==> config.mk <==
export PLATFORM = sky130hd
export DESIGN_NAME = aof_formatter
export DESIGN_NICKNAME = d
export VERILOG_FILES = /design/src/shared/aof_pkg.sv /design/src/rtl/aof_formatter.sv
export VERILOG_INCLUDE_DIRS = /design/src /design/src/shared
export SDC_FILE = /design/constraint.sdc
export NUM_CORES = 1
export LEC_CHECK = 0
export BUFFER_PORTS_ARGS = -buffer_cell sky130_fd_sc_hd__buf_2
export CORE_ASPECT_RATIO = 1.1
export CORE_MARGIN = 3
export CORE_UTILIZATION = 35
export CTS_BUF_LIST = sky130_fd_sc_hd__clkbuf_8
export CTS_CLUSTER_DIAMETER = 50
export CTS_CLUSTER_SIZE = 12
export DETAILED_ROUTE_END_ITERATION = 8
export PLACE_DENSITY = 0.58
export SLEW_MARGIN = 20
export SYNTH_ARGS = -nofsm -noshare
export SYNTH_HDL_FRONTEND = slang
export SYNTH_SLANG_ARGS = --single-unit
==> constraint.sdc <==
create_clock -name clk_in -period 6.8 [get_ports clk_in]
set_input_delay 0.68 -clock clk_in [delete_from_list [all_inputs] [get_ports clk_in]]
set_output_delay 0.68 -clock clk_in [all_outputs]
set_load 0.05 [all_outputs]
==> src/shared/aof_map.svh <==
// Purpose: offsets, reset values and timing counts of the output formatter
// Assumes: 32-bit register bus, one aligned word per register
// Notes:   field layouts live as packed structs in aof_pkg
`ifndef AOF_MAP_SVH
`define AOF_MAP_SVH

// System clock and nominal sample period, in ns
`define AOF_CLK_NS 10
`define AOF_SMP_NS 80
// Cycles per sample slot, per half slot, per 45 degree step
`define AOF_SLOT (`AOF_SMP_NS / `AOF_CLK_NS)
`define AOF_HALF (`AOF_SLOT / 2)
`define AOF_STEP (`AOF_SLOT / 8)

// Register byte offsets
`define AOF_AW 8
`define AOF_OFF_RST 8'h00
`define AOF_OFF_PHS 8'h04
`define AOF_OFF_MODE 8'h08
`define AOF_OFF_FMT 8'h0C
`define AOF_OFF_STAT 8'h10

// Soft reset bit in the reset register
`define AOF_RST_BIT 7
// Reset value of every register
`define AOF_REG_RST 8'h00

// Bus responses
`define AOF_RESP_OK 2'h0
`define AOF_RESP_ERR 2'h2

`endif

==> src/shared/aof_pkg.sv <==
// Purpose: types of the output formatter
// Assumes: aof_map.svh holds the numbers
// Notes:   struct fields are listed from msb down
package aof_pkg;

    // Output mode codes
    typedef enum logic [1:0] {AOF_FULL, AOF_DDR_SE, AOF_DDR_DIFF, AOF_MODE_RSV} aof_mode_t;

    // Differential driver current codes, zero is the default 3.5mA
    typedef enum logic [2:0] {AOF_I3P50, AOF_I4P00, AOF_I4P50, AOF_I3P00,
                              AOF_I2P50, AOF_I2P10, AOF_I1P75, AOF_I_RSV} aof_drv_t;

    // Output mode register layout
    typedef struct packed {
        logic      term;
        aof_drv_t  drive;
        aof_mode_t mode;
    } aof_omode_t;

    // Clock phase register layout
    typedef struct packed {
        logic       stab;
        logic       inv;
        logic [1:0] phase;
    } aof_phs_t;

    // Format register layout
    typedef struct packed {
        logic scr;
        logic twos;
    } aof_fmt_t;

    // Whole configuration applied per sample
    typedef struct packed {
        aof_omode_t om;
        aof_phs_t   ph;
        aof_fmt_t   fm;
    } aof_cfg_t;

    // Converter sample with its range flag
    typedef struct packed {
        logic        range;
        logic [15:0] bits;
    } aof_smp_t;

endpackage : aof_pkg

==> src/rtl/aof_formatter.sv <==
// Purpose: format converter samples and drive them to a receiver
// Assumes: sample_in is stable around the rising sample clock edge
// Notes:   slot timing assumes the nominal sample period
// Operation
// - Three output modes, chosen by register or strap
// - Full rate drives sixteen lines, flag, clock
// - DDR single-ended pairs two bits per lane
// - DDR differential: eight pairs plus flag, clock
// - Driver current selectable, default 3.5mA
// - Termination on doubles driver current
// - Range flag shares sample latency
// - Full rate data changes at clock fall
// - DDR lanes change on both clock edges
// - Clock delayed 0, 45, 90, 135 degrees
// - Separate bit inverts both clock lines
// - Offset binary code after reset
// - Two's complement inverts top bit
// - Scrambling XORs lsb into other bits
// - Strap selects full rate or DDR differential
`timescale 1ns/1ps
`include "aof_map.svh"

module aof_formatter (
    input  wire logic                clk_in,
    input  wire logic                reset_in,
    input  wire logic [`AOF_AW-1:0]  s_axi_awaddr_in,
    input  wire logic                s_axi_awvalid_in,
    output logic                     s_axi_awready_out,
    input  wire logic [31:0]         s_axi_wdata_in,
    input  wire logic [3:0]          s_axi_wstrb_in,
    input  wire logic                s_axi_wvalid_in,
    output logic                     s_axi_wready_out,
    output logic [1:0]               s_axi_bresp_out,
    output logic                     s_axi_bvalid_out,
    input  wire logic                s_axi_bready_in,
    input  wire logic [`AOF_AW-1:0]  s_axi_araddr_in,
    input  wire logic                s_axi_arvalid_in,
    output logic                     s_axi_arready_out,
    output logic [31:0]              s_axi_rdata_out,
    output logic [1:0]               s_axi_rresp_out,
    output logic                     s_axi_rvalid_out,
    input  wire logic                s_axi_rready_in,
    input  wire logic                sample_clk_in,
    input  wire aof_pkg::aof_smp_t   sample_in,
    input  wire logic                cfg_style_select_in,
    input  wire logic                mode_strap_in,
    output logic [15:0]              sample_bits_out,
    output logic [7:0]               paired_bit_lane_p_out,
    output logic [7:0]               paired_bit_lane_n_out,
    output logic                     range_flag_p_out,
    output logic                     range_flag_n_out,
    output logic                     fwd_clk_p_out,
    output logic                     fwd_clk_n_out,
    output logic                     diff_en_out,
    output aof_pkg::aof_drv_t        drive_sel_out,
    output logic                     drive_double_out,
    output logic                     term_en_out
);
    import aof_pkg::*;

    // Slot positions as counter values
    localparam logic [2:0] HALF_C = 3'(`AOF_HALF);
    localparam logic [2:0] LAST_C = 3'(`AOF_SLOT - 1);
    localparam int         HP1    = `AOF_HALF + 1;

    // Offset binary in, two's complement then scrambling
    function automatic logic [15:0] aof_fmt(input logic [15:0] raw, input aof_fmt_t f);
        logic [15:0] w;
        w     = raw;
        w[15] = raw[15] ^ f.twos;
        if (f.scr) begin
            w[15:1] = w[15:1] ^ {15{w[0]}};
        end
        return w;
    endfunction : aof_fmt

    // True for an offset that holds a register
    function automatic logic aof_mapped(input logic [`AOF_AW-1:0] a);
        return a == `AOF_OFF_RST || a == `AOF_OFF_PHS || a == `AOF_OFF_MODE ||
               a == `AOF_OFF_FMT || a == `AOF_OFF_STAT;
    endfunction : aof_mapped

    logic [19:0]        sync1_ff;     // First sync stage of pins
    logic [19:0]        sync2_ff;     // Second sync stage
    logic               sclk_d_ff;    // Sample clock, one cycle late
    logic               smp_edge;     // Rising sample clock edge
    aof_smp_t           raw_s;        // Synced sample
    logic               par_s;        // Parallel configuration style
    logic               strap_s;      // Synced mode strap
    aof_omode_t         om_ff;        // Output mode register
    aof_phs_t           ph_ff;        // Clock phase register
    aof_fmt_t           fm_ff;        // Format register
    aof_cfg_t           nxt_cfg;      // Settings for the next sample
    aof_cfg_t           cfg_ff;       // Settings of the current sample
    logic [15:0]        word_ff;      // Formatted sample
    logic               range_ff;     // Its range flag
    logic [2:0]         cnt_ff;       // Position in the sample slot
    logic [7:0]         even_w;       // Even bits of each lane pair
    logic [7:0]         odd_w;        // Odd bits of each lane pair
    logic               is_ddr;       // Either double rate mode
    logic               is_diff;      // Differential mode
    logic [2:0]         shift;        // Clock delay in cycles
    logic [2:0]         pos;          // Slot position seen by the clock
    logic               diff_ff;      // Differential drivers on
    logic [15:0]        bits_ff;      // Full rate data lines
    logic [7:0]         lane_p_ff;    // Lane true side
    logic [7:0]         lane_n_ff;    // Lane complement side
    logic               rng_p_ff;     // Range flag true side
    logic               rng_n_ff;     // Range flag complement side
    logic               clk_p_ff;     // Forwarded clock true side
    logic               clk_n_ff;     // Forwarded clock complement
    logic [`AOF_AW-1:0] awaddr_ff;    // Held write address
    logic               aw_got_ff;    // Write address held
    logic [7:0]         wdata_ff;     // Held write data, low byte
    logic               wstrb_ff;     // Low byte lane enabled
    logic               w_got_ff;     // Write data held
    logic               awready_ff;   // Address channel ready
    logic               wready_ff;    // Data channel ready
    logic               bvalid_ff;    // Write answer pending
    logic [1:0]         bresp_ff;     // Write answer code
    logic               arready_ff;   // Read address ready
    logic               rvalid_ff;    // Read answer pending
    logic [31:0]        rdata_ff;     // Read answer data
    logic [1:0]         rresp_ff;     // Read answer code
    logic [7:0]         rd_mux;       // Register selected for read
    logic               wr_go;        // Commit a held write

    // Two flops on every pin from outside the clock domain
    always_ff @(posedge clk_in or posedge reset_in) begin
        if (reset_in) begin
            sync1_ff <= '0;
            sync2_ff <= '0;
        end else begin
            sync1_ff <= {sample_clk_in, sample_in, cfg_style_select_in, mode_strap_in};
            sync2_ff <= sync1_ff;
        end
    end

    assign raw_s   = aof_smp_t'(sync2_ff[18:2]);
    assign par_s   = sync2_ff[1];
    assign strap_s = sync2_ff[0];

    // Sample clock edge finder
    always_ff @(posedge clk_in or posedge reset_in) begin
        if (reset_in) begin
            sclk_d_ff <= 1'b0;
        end else begin
            sclk_d_ff <= sync2_ff[19];
        end
    end

    assign smp_edge = sync2_ff[19] & ~sclk_d_ff;

    // Settings for the next sample, strap or registers
    always_comb begin
        nxt_cfg = {om_ff, ph_ff, fm_ff};
        if (par_s) begin
            nxt_cfg         = '0;
            nxt_cfg.om.mode = strap_s ? AOF_DDR_DIFF : AOF_FULL;
        end
        if (nxt_cfg.om.mode == AOF_MODE_RSV) begin
            nxt_cfg.om.mode = AOF_FULL;
        end
        if (nxt_cfg.om.drive == AOF_I_RSV) begin
            nxt_cfg.om.drive = AOF_I3P50;
        end
        if (nxt_cfg.om.mode != AOF_DDR_DIFF) begin
            nxt_cfg.om.term = 1'b0;
        end
    end

    // Latch sample, flag and settings together at the boundary
    always_ff @(posedge clk_in or posedge reset_in) begin
        if (reset_in) begin
            cfg_ff   <= '0;
            word_ff  <= '0;
            range_ff <= 1'b0;
            diff_ff  <= 1'b0;
        end else if (smp_edge) begin
            cfg_ff   <= nxt_cfg;
            word_ff  <= aof_fmt(raw_s.bits, nxt_cfg.fm);
            range_ff <= raw_s.range;
            diff_ff  <= nxt_cfg.om.mode == AOF_DDR_DIFF;
        end
    end

    // Slot counter restarts at every sample edge
    always_ff @(posedge clk_in or posedge reset_in) begin
        if (reset_in) begin
            cnt_ff <= 3'h0;
        end else if (smp_edge || cnt_ff == LAST_C) begin
            cnt_ff <= 3'h0;
        end else begin
            cnt_ff <= cnt_ff + 3'h1;
        end
    end

    // Split the word into lane pairs
    for (genvar k = 0; k < 8; k++) begin : g_lane
        assign even_w[k] = word_ff[2*k];
        assign odd_w[k]  = word_ff[2*k+1];
    end

    assign is_ddr  = cfg_ff.om.mode != AOF_FULL;
    assign is_diff = cfg_ff.om.mode == AOF_DDR_DIFF;

    // Data lines: load at slot start, odd bits at half slot
    always_ff @(posedge clk_in or posedge reset_in) begin
        if (reset_in) begin
            bits_ff   <= '0;
            lane_p_ff <= '0;
            lane_n_ff <= '0;
            rng_p_ff  <= 1'b0;
            rng_n_ff  <= 1'b0;
        end else if (cnt_ff == 3'h0) begin
            rng_p_ff <= range_ff;
            rng_n_ff <= is_diff & ~range_ff;
            if (is_ddr) begin
                bits_ff   <= '0;
                lane_p_ff <= even_w;
                lane_n_ff <= is_diff ? ~even_w : 8'h00;
            end else begin
                bits_ff   <= word_ff;
                lane_p_ff <= '0;
                lane_n_ff <= '0;
            end
        end else if (cnt_ff == HALF_C && is_ddr) begin
            lane_p_ff <= odd_w;
            lane_n_ff <= is_diff ? ~odd_w : 8'h00;
        end
    end

    // Shift applies only with the stabilizer on
    assign shift = cfg_ff.ph.stab ? 3'(cfg_ff.ph.phase * `AOF_STEP) : 3'h0;
    assign pos   = cnt_ff - shift;

    // Forwarded clock: low in first half, shifted, maybe inverted
    always_ff @(posedge clk_in or posedge reset_in) begin
        if (reset_in) begin
            clk_p_ff <= 1'b0;
            clk_n_ff <= 1'b1;
        end else begin
            clk_p_ff <= (pos >= HALF_C) ^ cfg_ff.ph.inv;
            clk_n_ff <= (pos < HALF_C) ^ cfg_ff.ph.inv;
        end
    end

    assign sample_bits_out       = bits_ff;
    assign paired_bit_lane_p_out = lane_p_ff;
    assign paired_bit_lane_n_out = lane_n_ff;
    assign range_flag_p_out      = rng_p_ff;
    assign range_flag_n_out      = rng_n_ff;
    assign fwd_clk_p_out         = clk_p_ff;
    assign fwd_clk_n_out         = clk_n_ff;
    assign diff_en_out           = diff_ff;
    assign drive_sel_out         = cfg_ff.om.drive;
    assign drive_double_out      = cfg_ff.om.term;
    assign term_en_out           = cfg_ff.om.term;

    // Write channels: hold address and data until both arrive
    assign wr_go = aw_got_ff & w_got_ff & ~bvalid_ff;

    always_ff @(posedge clk_in or posedge reset_in) begin
        if (reset_in) begin
            aw_got_ff  <= 1'b0;
            awready_ff <= 1'b1;
            awaddr_ff  <= '0;
        end else if (s_axi_awvalid_in && awready_ff) begin
            aw_got_ff  <= 1'b1;
            awready_ff <= 1'b0;
            awaddr_ff  <= s_axi_awaddr_in;
        end else if (wr_go) begin
            aw_got_ff  <= 1'b0;
            awready_ff <= 1'b1;
        end
    end

    always_ff @(posedge clk_in or posedge reset_in) begin
        if (reset_in) begin
            w_got_ff  <= 1'b0;
            wready_ff <= 1'b1;
            wdata_ff  <= '0;
            wstrb_ff  <= 1'b0;
        end else if (s_axi_wvalid_in && wready_ff) begin
            w_got_ff  <= 1'b1;
            wready_ff <= 1'b0;
            wdata_ff  <= s_axi_wdata_in[7:0];
            wstrb_ff  <= s_axi_wstrb_in[0];
        end else if (wr_go) begin
            w_got_ff  <= 1'b0;
            wready_ff <= 1'b1;
        end
    end

    // Write answer after commit, held until taken
    always_ff @(posedge clk_in or posedge reset_in) begin
        if (reset_in) begin
            bvalid_ff <= 1'b0;
            bresp_ff  <= `AOF_RESP_OK;
        end else if (wr_go) begin
            bvalid_ff <= 1'b1;
            bresp_ff  <= aof_mapped(awaddr_ff) ? `AOF_RESP_OK : `AOF_RESP_ERR;
        end else if (s_axi_bready_in) begin
            bvalid_ff <= 1'b0;
        end
    end

    // Register writes; soft reset clears all settings
    always_ff @(posedge clk_in or posedge reset_in) begin
        if (reset_in) begin
            om_ff <= aof_omode_t'(`AOF_REG_RST);
            ph_ff <= aof_phs_t'(`AOF_REG_RST);
            fm_ff <= aof_fmt_t'(`AOF_REG_RST);
        end else if (wr_go && wstrb_ff) begin
            case (awaddr_ff)
                `AOF_OFF_RST: begin
                    if (wdata_ff[`AOF_RST_BIT]) begin
                        om_ff <= aof_omode_t'(`AOF_REG_RST);
                        ph_ff <= aof_phs_t'(`AOF_REG_RST);
                        fm_ff <= aof_fmt_t'(`AOF_REG_RST);
                    end
                end
                `AOF_OFF_PHS:  ph_ff <= aof_phs_t'(wdata_ff[$bits(aof_phs_t)-1:0]);
                `AOF_OFF_MODE: om_ff <= aof_omode_t'(wdata_ff[$bits(aof_omode_t)-1:0]);
                `AOF_OFF_FMT:  fm_ff <= aof_fmt_t'(wdata_ff[$bits(aof_fmt_t)-1:0]);
                default: ;
            endcase
        end
    end

    // Read selection; reset register reads zero
    always_comb begin
        case (s_axi_araddr_in)
            `AOF_OFF_PHS:  rd_mux = 8'({ph_ff});
            `AOF_OFF_MODE: rd_mux = 8'({om_ff});
            `AOF_OFF_FMT:  rd_mux = 8'({fm_ff});
            `AOF_OFF_STAT: rd_mux = {par_s, range_ff, cfg_ff.om};
            default:       rd_mux = 8'h00;
        endcase
    end

    // Read answer one cycle after the address
    always_ff @(posedge clk_in or posedge reset_in) begin
        if (reset_in) begin
            arready_ff <= 1'b1;
            rvalid_ff  <= 1'b0;
            rdata_ff   <= '0;
            rresp_ff   <= `AOF_RESP_OK;
        end else if (s_axi_arvalid_in && arready_ff) begin
            arready_ff <= 1'b0;
            rvalid_ff  <= 1'b1;
            rdata_ff   <= {24'h000000, rd_mux};
            rresp_ff   <= aof_mapped(s_axi_araddr_in) ? `AOF_RESP_OK : `AOF_RESP_ERR;
        end else if (rvalid_ff && s_axi_rready_in) begin
            arready_ff <= 1'b1;
            rvalid_ff  <= 1'b0;
        end
    end

    assign s_axi_awready_out = awready_ff;
    assign s_axi_wready_out  = wready_ff;
    assign s_axi_bvalid_out  = bvalid_ff;
    assign s_axi_bresp_out   = bresp_ff;
    assign s_axi_arready_out = arready_ff;
    assign s_axi_rvalid_out  = rvalid_ff;
    assign s_axi_rdata_out   = rdata_ff;
    assign s_axi_rresp_out   = rresp_ff;

endmodule : aof_formatter

## After elaboration in Yosys (flattened, before gate mapping)

Index checks and enable logic that the tools add are counted.

| word-level totals | value |
|---|---|
| flip-flop bits (word level) | 156 |
| output and inout bits | 83 |
| word-level logic and storage cells | 142 |

| operators by class | value |
|---|---|
| add/sub/neg operators | 2 |
| $lt $le $gt $ge | 2 |
| equality and inequality tests | 16 |
| muxes and demuxes | 38 |
| bitwise gates (word level) | 13 |
| reductions and logical operators | 30 |

Operator list:

| kind | number |
|---|---|
| $mux W8 | 8 |
| $eq A8 B4 Y1 const B | 4 |
| $pmux W8 S4 | 1 |
| $reduce_bool A2 Y1 | 9 |
| $eq A8 B3 Y1 const B | 2 |
| $eq A8 B5 Y1 const B | 2 |
| $logic_not A8 Y1 | 2 |
| $mux W16 | 1 |
| $not A8 Y8 | 2 |
| $mux W15 | 1 |
| $xor A15 B15 Y15 | 1 |
| $mux W1 | 13 |
| $mux W12 | 1 |
| $mux W2 | 6 |
| $pmux W6 S2 | 1 |
| $eq A3 B3 Y1 const B | 3 |
| $logic_or A1 B1 Y1 | 9 |
| $reduce_and A3 Y1 | 3 |
| $pmux W4 S2 | 1 |
| $eq A2 B2 Y1 const B | 3 |
| $logic_and A1 B1 Y1 | 6 |
| $mux W3 | 2 |
| $mux W6 | 1 |
| $and A1 B1 Y1 | 4 |
| 10 further kinds | 15 |

## Depth between registers and ports, before layout

Gate-level depths: netlist of the first run.

| logic depth | value |
|---|---|
| depth after elaboration | 6 |
| gate-level depth with buffers | 7 |
| mapped depth without buffers | 6 |

## Worst setup path after synthesis of the first run

No wires, ideal clock.

| timing path | value |
|---|---|
| path kind | input to register |
| start | input port s_axi_araddr_in[5] |
| end | register rdata_ff[0] (netlist: s_axi_rdata_out[0]) |
| setup time | 67 ps |
| arrival | 2,111 ps |
| data required time | 6,733 ps |
| path slack | 4,621 ps |
| stages on the path | 4 |
| cell sequence | or4_4 -> or2_2 -> nor3_1 -> a22o_1 |

| on the way | value |
|---|---|
| word-level cells in the longest chain between the ends | 2 |
| elaborated cells between the ends (all ways) | 5 |

RTL lines:

| what | line | source |
|---|---|---|
| start, declared | aof_formatter.sv:36 | `` input wire logic [`AOF_AW-1:0] s_axi_araddr_in, `` |
| $eq A8 B5 Y1, or another cell as far along | aof_formatter.sv:333 | `case (s_axi_araddr_in)` |
| $pmux W8 S4 (*) | aof_formatter.sv:333 |  |
| end signal, assigned | aof_formatter.sv:352 | `rdata_ff <= {24'h000000, rd_mux};` |
| end, declared | aof_formatter.sv:123 | `logic [31:0] rdata_ff;` |

Every way passes the cells marked *; elsewhere a longest branch is shown, timed or not.
A chain may end at the register's enable or synchronous reset.

## Final worst setup path of the first run

| timing path | value |
|---|---|
| start | register awaddr_ff[0] |
| end | register ph_ff[2] in the netlist's numbering |

| on the way | value |
|---|---|
| word-level cells in the longest chain between the ends | 3 |
| elaborated cells between the ends (all ways) | 6 |

RTL lines:

| what | line | source |
|---|---|---|
| start, declared | aof_formatter.sv:112 | `` logic [`AOF_AW-1:0] awaddr_ff; `` |
| start signal, assigned | aof_formatter.sv:271 | `awaddr_ff <= s_axi_awaddr_in;` |
| $eq A8 B3 Y1 or $logic_not A8 Y1 (tied branches) | aof_formatter.sv:315 | `case (awaddr_ff)` |
| $reduce_bool A2 Y1 (no source line) or $ne A2 B2 Y1 (tied branches) | -- |  |
| $reduce_and A3 Y1 (no source line) | -- |  |
| end signal, assigned | aof_formatter.sv:312 | `` ph_ff <= aof_phs_t'(`AOF_REG_RST); `` |
| end signal, assigned | aof_formatter.sv:319 | `` ph_ff <= aof_phs_t'(`AOF_REG_RST); `` |
| end signal, assigned | aof_formatter.sv:323 | `` `AOF_OFF_PHS: ph_ff <= aof_phs_t'(wdata_ff[$bits(aof_phs_t)-1:0]); `` |
| end, declared | aof_formatter.sv:91 | `aof_phs_t ph_ff;` |

Parallel ways exist; a longest one is shown, timed or not.

==> metrics.md, run 1 <==
| Metric | Value |
|---|---|
| Drt wl/cell | 14.7 µm |
| DRC | 0 |
| Post-DP HPWL | 8870 µm |
| Crit Path Class | reg -> reg |
| Fillers | 1560 |
| Final Hold Viols | 0 |
| Largest net degree at the start of global routing | 83 |
| Sequential share of the synthesized area | 0.632 |
| Max H-tree Level | 4 |
| Worst skew pair latency | 0.45 ns |
| Max-cap violations | 0 |
| Met2 WL | 5980 µm |
| Max clock buf depth | 2 |
| Shortest period the worst path allows | 2.12 ns |
| Hold Slack | 0.330 ns |
| Slowest cell on the critical path | or4_4 |
| Vias in the first global route | 3874 |
| Area fraction of the dominant cell type after synthesis | 0.615 |
| Gate Count Post-Synth | 483 |
| Met3 wire len | 759 µm |
| TritonCTS Buffers | 17 |
| Synth area leader | dfrtp_1 |
| CTS tree | built |
| RSZ-0062 raised after global routing | no |
| CP Launch Type | register |
| Layout cells sized above 1 | 0.286 |
| Critical-path cell list | or4_4 > nor4_4 > o211ai_2 > a22o_1 |
| Area of the core | 0.0166 mm² |
| Clock Tree Root | clkbuf_8 |
| Clock transition at path regs | 0.09 ns |
| Worst Path Max Fanout | 9 |
| Met1 wire length | 5270 µm |
| Synth cell types | 44 |
| Vias per cell | 4.56 |
| GRT overflow | 0 |
| Starting Density | 0.362 |
| Primary FF master, synth | dfrtp_1 |
| P per Cell Area | 416 mW/mm² |
| Fmax | 473 MHz |
| YS warnings | 0 |
| WP data required | 7.14 ns |
| Critical path startpoint | awaddr_ff[0]$_DFFE_PP0P_ |
| First-pass detailed-route iteration total | 4 |
| CP Capture Type | register |
| I/O Pins | 162 |
| Global-route wire length before repair | 19900 µm |
| Status | finished, final reports clean |
| Final total power | 0.00296 W |
| Setup violators final | 0 |
| Via Count | 3801 |
| Die height | 144 µm |
| Die width | 131 µm |
| Nets@finish | 675 |
| Fin crit share | 0.311 |
| Post-Route WL | 12200 µm |
| Post-CTS Hold Buffers | 0 |
| Detail Route Antenna Nets | 0 |
| Number of diodes | 0 |
| Mapped cell area | 0.00602 mm² |
| Top sig layer | met4 |
| Routability-driven placement congestion ratio | 0.772 |
| Worst EP arrival | 2.46 ns |
| Sink Count | 152 |
| Synth area leaders | dfrtp_1 (62%), a22o_1 (5.1%), buf_4 (3.9%) |
| Row Count | 49 |
| Register bit total from synthesis | 152 |
| Dpl cell area | 0.00669 mm² |
| Slew @ Worst Pin | 0.871 ns |
| Drt initial violations | 172 |
| CTS resizes | 0 |
| Max incr delay on CP | 0.56 ns |
| Fin. max-slew vios | 0 |
| EDFF count, synth | 0 |
| Syn Area/Cell | 12.5 µm² |
| Maximum VDD drop | 0.218 mV |
| Post-CTS setup buffers | 0 |
| Leakage power | 3.45 nW |
| Antenna violations before repair | 0 |
| Fin area | 0.00712 mm² |
| Port Buf Inserts | 107 |
| DIE AREA | 0.0188 mm² |
| Slew HR | 0.411 |
| Share of flip-flops with an asynchronous set or reset | 1.00 |
| Setup TNS | 0 ns |
| Gr usage total | 0.136 |
| Worst reg2reg path startpoint | awaddr_ff[0]$_DFFE_PP0P_ |
| Layout Skew | 0.0109 ns |
| Area growth, synth to finish | 18.2% |
| Min-Delay Path Class | in -> async |
[synth_stat cells, types with 6 or more instances]
library cell	n
buf_4	31
mux2i_1	9
clkbuf_1	15
xor2_1	16
dfrtp_1	148
o21ai_0	37
nand2b_1	9
nor2_1	6
o22ai_1	10
nor2b_1	9
a22o_1	35
nand2_1	61
mux2_2	16
a2bb2oi_1	8
inv_1	11
[stage by stage]
step	worst slack (ns)	utilization	std cells
floorplan	2.03	-	508
global placement	4.31	0.402	802
detailed placement	4.24	0.402	802
CTS	4.66	0.428	834
global route	4.57	0.428	834
finish	4.68	0.428	834
[worst max-delay path, delay by kind of cell, from the launching register on]
family / cells / cell delay, ns
flip-flops: 1 / 0.39
AO/OA/AOI/OAI: 2 / 0.50
AND/OR/NAND/NOR: 2 / 1.11
[worst paths after layout]
kind	endpoint	slack [ns]	depth (start not counted)
worst max-delay path	ph_ff[2]$_DFFE_PP0P_	4.68	4
worst min-delay path	paired_bit_lane_p_out[1]$_DFFE_PP0P_	0.33	2
worst max register to register	ph_ff[2]$_DFFE_PP0P_	4.68	4
worst min register to register	sync2_ff[1]$_DFF_PP0_	0.35	0
max in group asynchronous	s_axi_bvalid_out$_DFFE_PP0P_	5.32	3
min in group clk_in	sync1_ff[14]$_DFF_PP0_	0.33	1
[final cells by class]
| type | count | area (µm²) | area share |
|---|---|---|---|
| Inverter | 11 | 46.3 | 0.00650 |
| Multi-Input combinational cell | 298 | 1970 | 0.277 |
| Timing Repair Buffer | 112 | 577 | 0.0810 |
| Sequential cell | 152 | 3810 | 0.535 |
| Tap cell | 229 | 287 | 0.0403 |
| Clock inverter | 14 | 180 | 0.0253 |
| Clock buffer | 18 | 248 | 0.0348 |
[cells by family after synthesis]
logic type,after synthesis,share of synthesized area
muxes,25,0.0449
buffers and inverters,58,0.0557
and+or+nand+nor,110,0.0927
adders and majority gates,4,0.00831
other,1,0.000623
DFF,152,0.632
AOI/OAI and AO/OA,113,0.136
xor gates and xnor gates,20,0.0291
[flip-flops by register name, summed over array words and instances (netlist names), 6 cells and up]
| signal | cells |
|---|---|
| s_axi_rdata_out | 8 |
| awaddr_ff | 8 |
| wdata_ff | 7 |
| om_ff | 6 |
| paired_bit_lane_p_out | 8 |
| word_ff | 16 |
| paired_bit_lane_n_out | 8 |
| sync1_ff | 20 |
| sync2_ff | 20 |
| sample_bits_out | 16 |
| cfg_ff | 6 |
[layout by cell type (no fill, tap or decap), types with 3 or more instances in the layout]
master	Yosys	final
nand4b_1	3	3
a22o_1	35	35
mux2_2	16	16
clkinv_2	0	5
xor2_1	16	16
dfstp_2	4	4
o22ai_1	10	10
a22oi_1	4	4
buf_2	1	107
conb_1	1	26
bufinv_16	0	4
ha_1	4	4
xnor2_1	4	4
dfrtp_1	148	148
clkinvlp_4	0	3
a31oi_1	3	3
nand2_1	61	61
mux2i_1	9	9
nor2b_1	9	9
nor3b_1	3	3
buf_4	31	4
nand2b_1	9	9
inv_1	11	11
nor3_1	4	4
clkbuf_8	0	18
o21ai_0	37	37
nor2_1	6	6
a2bb2oi_1	8	8
[power by group]
| group | leakage, nW | internal (W) | switching, W |
|---|---|---|---|
| registers | 1.90 | 0.00111 | 0.000164 |
| logic | 1.33 | 0.000274 | 0.000673 |
| clock network | 0.216 | 0.000405 | 0.000331 |
| total | 3.45 | 0.00179 | 0.00117 |
[metal layers]
metal | vias to the layer above | track usage
li1 | 1874 | -
met1 | 1813 | 0.171
met2 | 99 | 0.217
met3 | 15 | 0.0465
met4 | 0 | 0.0520
met5 | - | 0
(Power assumes the default switching activity.)
==> run 2, diff against run 1 <==
Clock period 6.8 ns to 2.2 ns, I/O delays scaled along.
==> run 2 against run 1 <==
  * Via count is 5.6% higher
  * Maximum frequency is 9.3% higher
  * Critical path depth is 1 higher
  * Clock power grew to 3.1 times the previous value
  * Highest routed layer unchanged
==> metrics.md, run 2 (synthesized netlist as in run 1, its figures left out) <==
| Metric | Value |
|---|---|
| Status | finished, final reports clean |
| I/O Pins | 162 |
| RSZ-0062 raised after global routing | no |
| Layout Skew | 0.0103 ns |
| Largest registers | sync1_ff: 20 flops, sync2_ff: 20 flops |
| Port Buf Inserts | 107 |
| Commonest non-fill, non-tap cell in the layout | dfrtp_1 |
| DIE AREA | 0.0188 mm² |
| Max-cap violations | 0 |
| Setup violators final | 0 |
| Shortest period the worst path allows | 1.94 ns |
| Via Count | 4013 |
| CTS resizes | 0 |
| CP Capture Type | register |
| Routability-driven placement congestion ratio | 0.797 |
| Area growth, synth to finish | 26.3% |
| Post-DP HPWL | 9080 µm |
| Vias in the first global route | 4142 |
| Finished Layout Cells | 883 |
| RR Endpoint | om_ff[4]$_DFFE_PP0P_ |
| Fin crit share | 0.880 |
| Place WS | 0.273 ns |
| Register Area | 0.00381 mm² |
| Final Hold Viols | 0 |
| Die width | 131 µm |
| Worst reg2reg path startpoint | awaddr_ff[0]$_DFFE_PP0P_ |
| Gr usage total | 0.142 |
| Die height | 144 µm |
| Fillers | 1523 |
| Layout cells sized above 1 | 0.277 |
| Sw frac | 0.389 |
| Seq pwr share | 0.427 |
| Min-Delay Path Class | in -> async |
| Drt initial violations | 187 |
| Setup TNS | 0 ns |
| Max H-tree Level | 4 |
| Fmax | 516 MHz |
| P_int | 0.00565 W |
| Critical path startpoint | awaddr_ff[0]$_DFFE_PP0P_ |
| Combinational power share | 0.325 |
| Global-route wire length before repair | 21000 µm |
| GRT overflow | 0 |
| First-pass detailed-route iteration total | 6 |
| P per Cell Area | 1220 mW/mm² |
| Area of the core | 0.0166 mm² |
| Worst skew pair latency | 0.44 ns |
| Row Count | 49 |
| CTS tree | built |
| R2R Setup Slk | 0.26 ns |
| Worst EP arrival | 2.32 ns |
| Slew HR | 0.528 |
| DRC | 0 |
| Commonest cells after routing, fill and taps aside | dfrtp_1 (148), buf_2 (107), nand2_1 (61) |
| Starting Density | 0.362 |
| Clock Tree Root | clkbuf_8 |
| Slew @ Worst Pin | 0.707 ns |
| Detail Route Antenna Nets | 0 |
| Clock power frac | 0.248 |
| Worst Slack Setup Final | 0.264 ns |
| Maximum VDD drop | 0.598 mV |
| CP Launch Type | register |
| Sink Count | 152 |
| Worst Path Max Fanout | 9 |
| Drt wl/cell | 14.3 µm |
| Largest net degree at the start of global routing | 82 |
| Placed Instances | 810 |
| Path depth of the worst reg2reg path | 5 |
| Crit Path Class | reg -> reg |
| Nets@finish | 724 |
| Leakage power | 3.67 nW |
| Critical Path Sink | om_ff[4]$_DFFE_PP0P_ |
| Clock transition at path regs | 0.08 ns |
| Post-Route WL | 12600 µm |
| Max clock buf depth | 2 |
| Multi-input combinational cell area | 0.00197 mm² |
| Number of diodes | 0 |
| Fin. max-slew vios | 0 |
| TritonCTS Buffers | 17 |
| Switching power | 0.00360 W |
| Vias per cell | 4.54 |
| WP data required | 2.58 ns |
| Antenna violations before repair | 0 |
-- run 2: metal layers --
| metal | vias to the layer above | global-route usage | routed length, µm |
|---|---|---|---|
| li1 | 1963 | - | - |
| met1 | 1929 | 0.182 | 5490 |
| met2 | 108 | 0.229 | 6250 |
| met3 | 13 | 0.0487 | 725 |
| met4 | 0 | 0.0384 | 170 |
| met5 | - | 0 | 0 |
-- run 2: cell type report --
cell class                      instances  area share
Timing Repair Buffer                  161       0.139
Clock inverter                         13      0.0232
Sequential cell                       152       0.501
Multi-Input combinational cell        298       0.259
Inverter                               11     0.00592
Clock buffer                           19      0.0344
Tap cell                              229      0.0377
-- run 2: how the worst min path moves through the flow --
stage | end | slack, ns
floorplan | sync1_ff[0]$_DFF_PP0_ | 0.25
global placement | awaddr_ff[6]$_DFFE_PP0P_ | 0.14
detailed placement | awaddr_ff[6]$_DFFE_PP0P_ | 0.14
CTS | awaddr_ff[6]$_DFFE_PP0P_ | 0.19
global route | awaddr_ff[7]$_DFFE_PP0P_ | 0.22
finish | awaddr_ff[7]$_DFFE_PP0P_ | 0.23
-- run 2: metrics by stage --
stage | hold WS, ns | utilization | cell area [µm²] | power, W
2_1_floorplan | 0.251 | - | 6120 | 0.00621
3_3_place_gp | 0.140 | 0.407 | 6760 | 0.00688
4_1_cts | 0.192 | 0.458 | 7610 | 0.00936
5_1_grt | 0.217 | 0.458 | 7610 | 0.00976
6_report | 0.225 | 0.458 | 7610 | 0.00925
3_5_place_dp | 0.144 | 0.407 | 6760 | 0.00698
-- run 2: what timing repair did --
item | CTS | global route
hold endpoints to repair | 149 | 0
setup buffers | 0 | 0
hold buffers | 41 | 0
-- run 2: critical path, stage by stage, from the launching register on --
cell     delay [ns]
dfrtp_1        0.39
or4_4          0.57
nor4_4         0.25
buf_4          0.20
and3_1         0.30
a22o_1         0.17
-- run 2: power groups by stage --
| stage | Sequential [W] | Clock (W) | Combinational, W |
|---|---|---|---|
| final | 0.00395 | 0.00229 | 0.00301 |
| after global placement | 0.00397 | 0 | 0.00292 |
| after floorplan | 0.00504 | 0 | 0.00117 |
| after global routing | 0.00405 | 0.00250 | 0.00321 |
| after detailed placement | 0.00400 | 0 | 0.00298 |
| after CTS | 0.00395 | 0.00236 | 0.00304 |
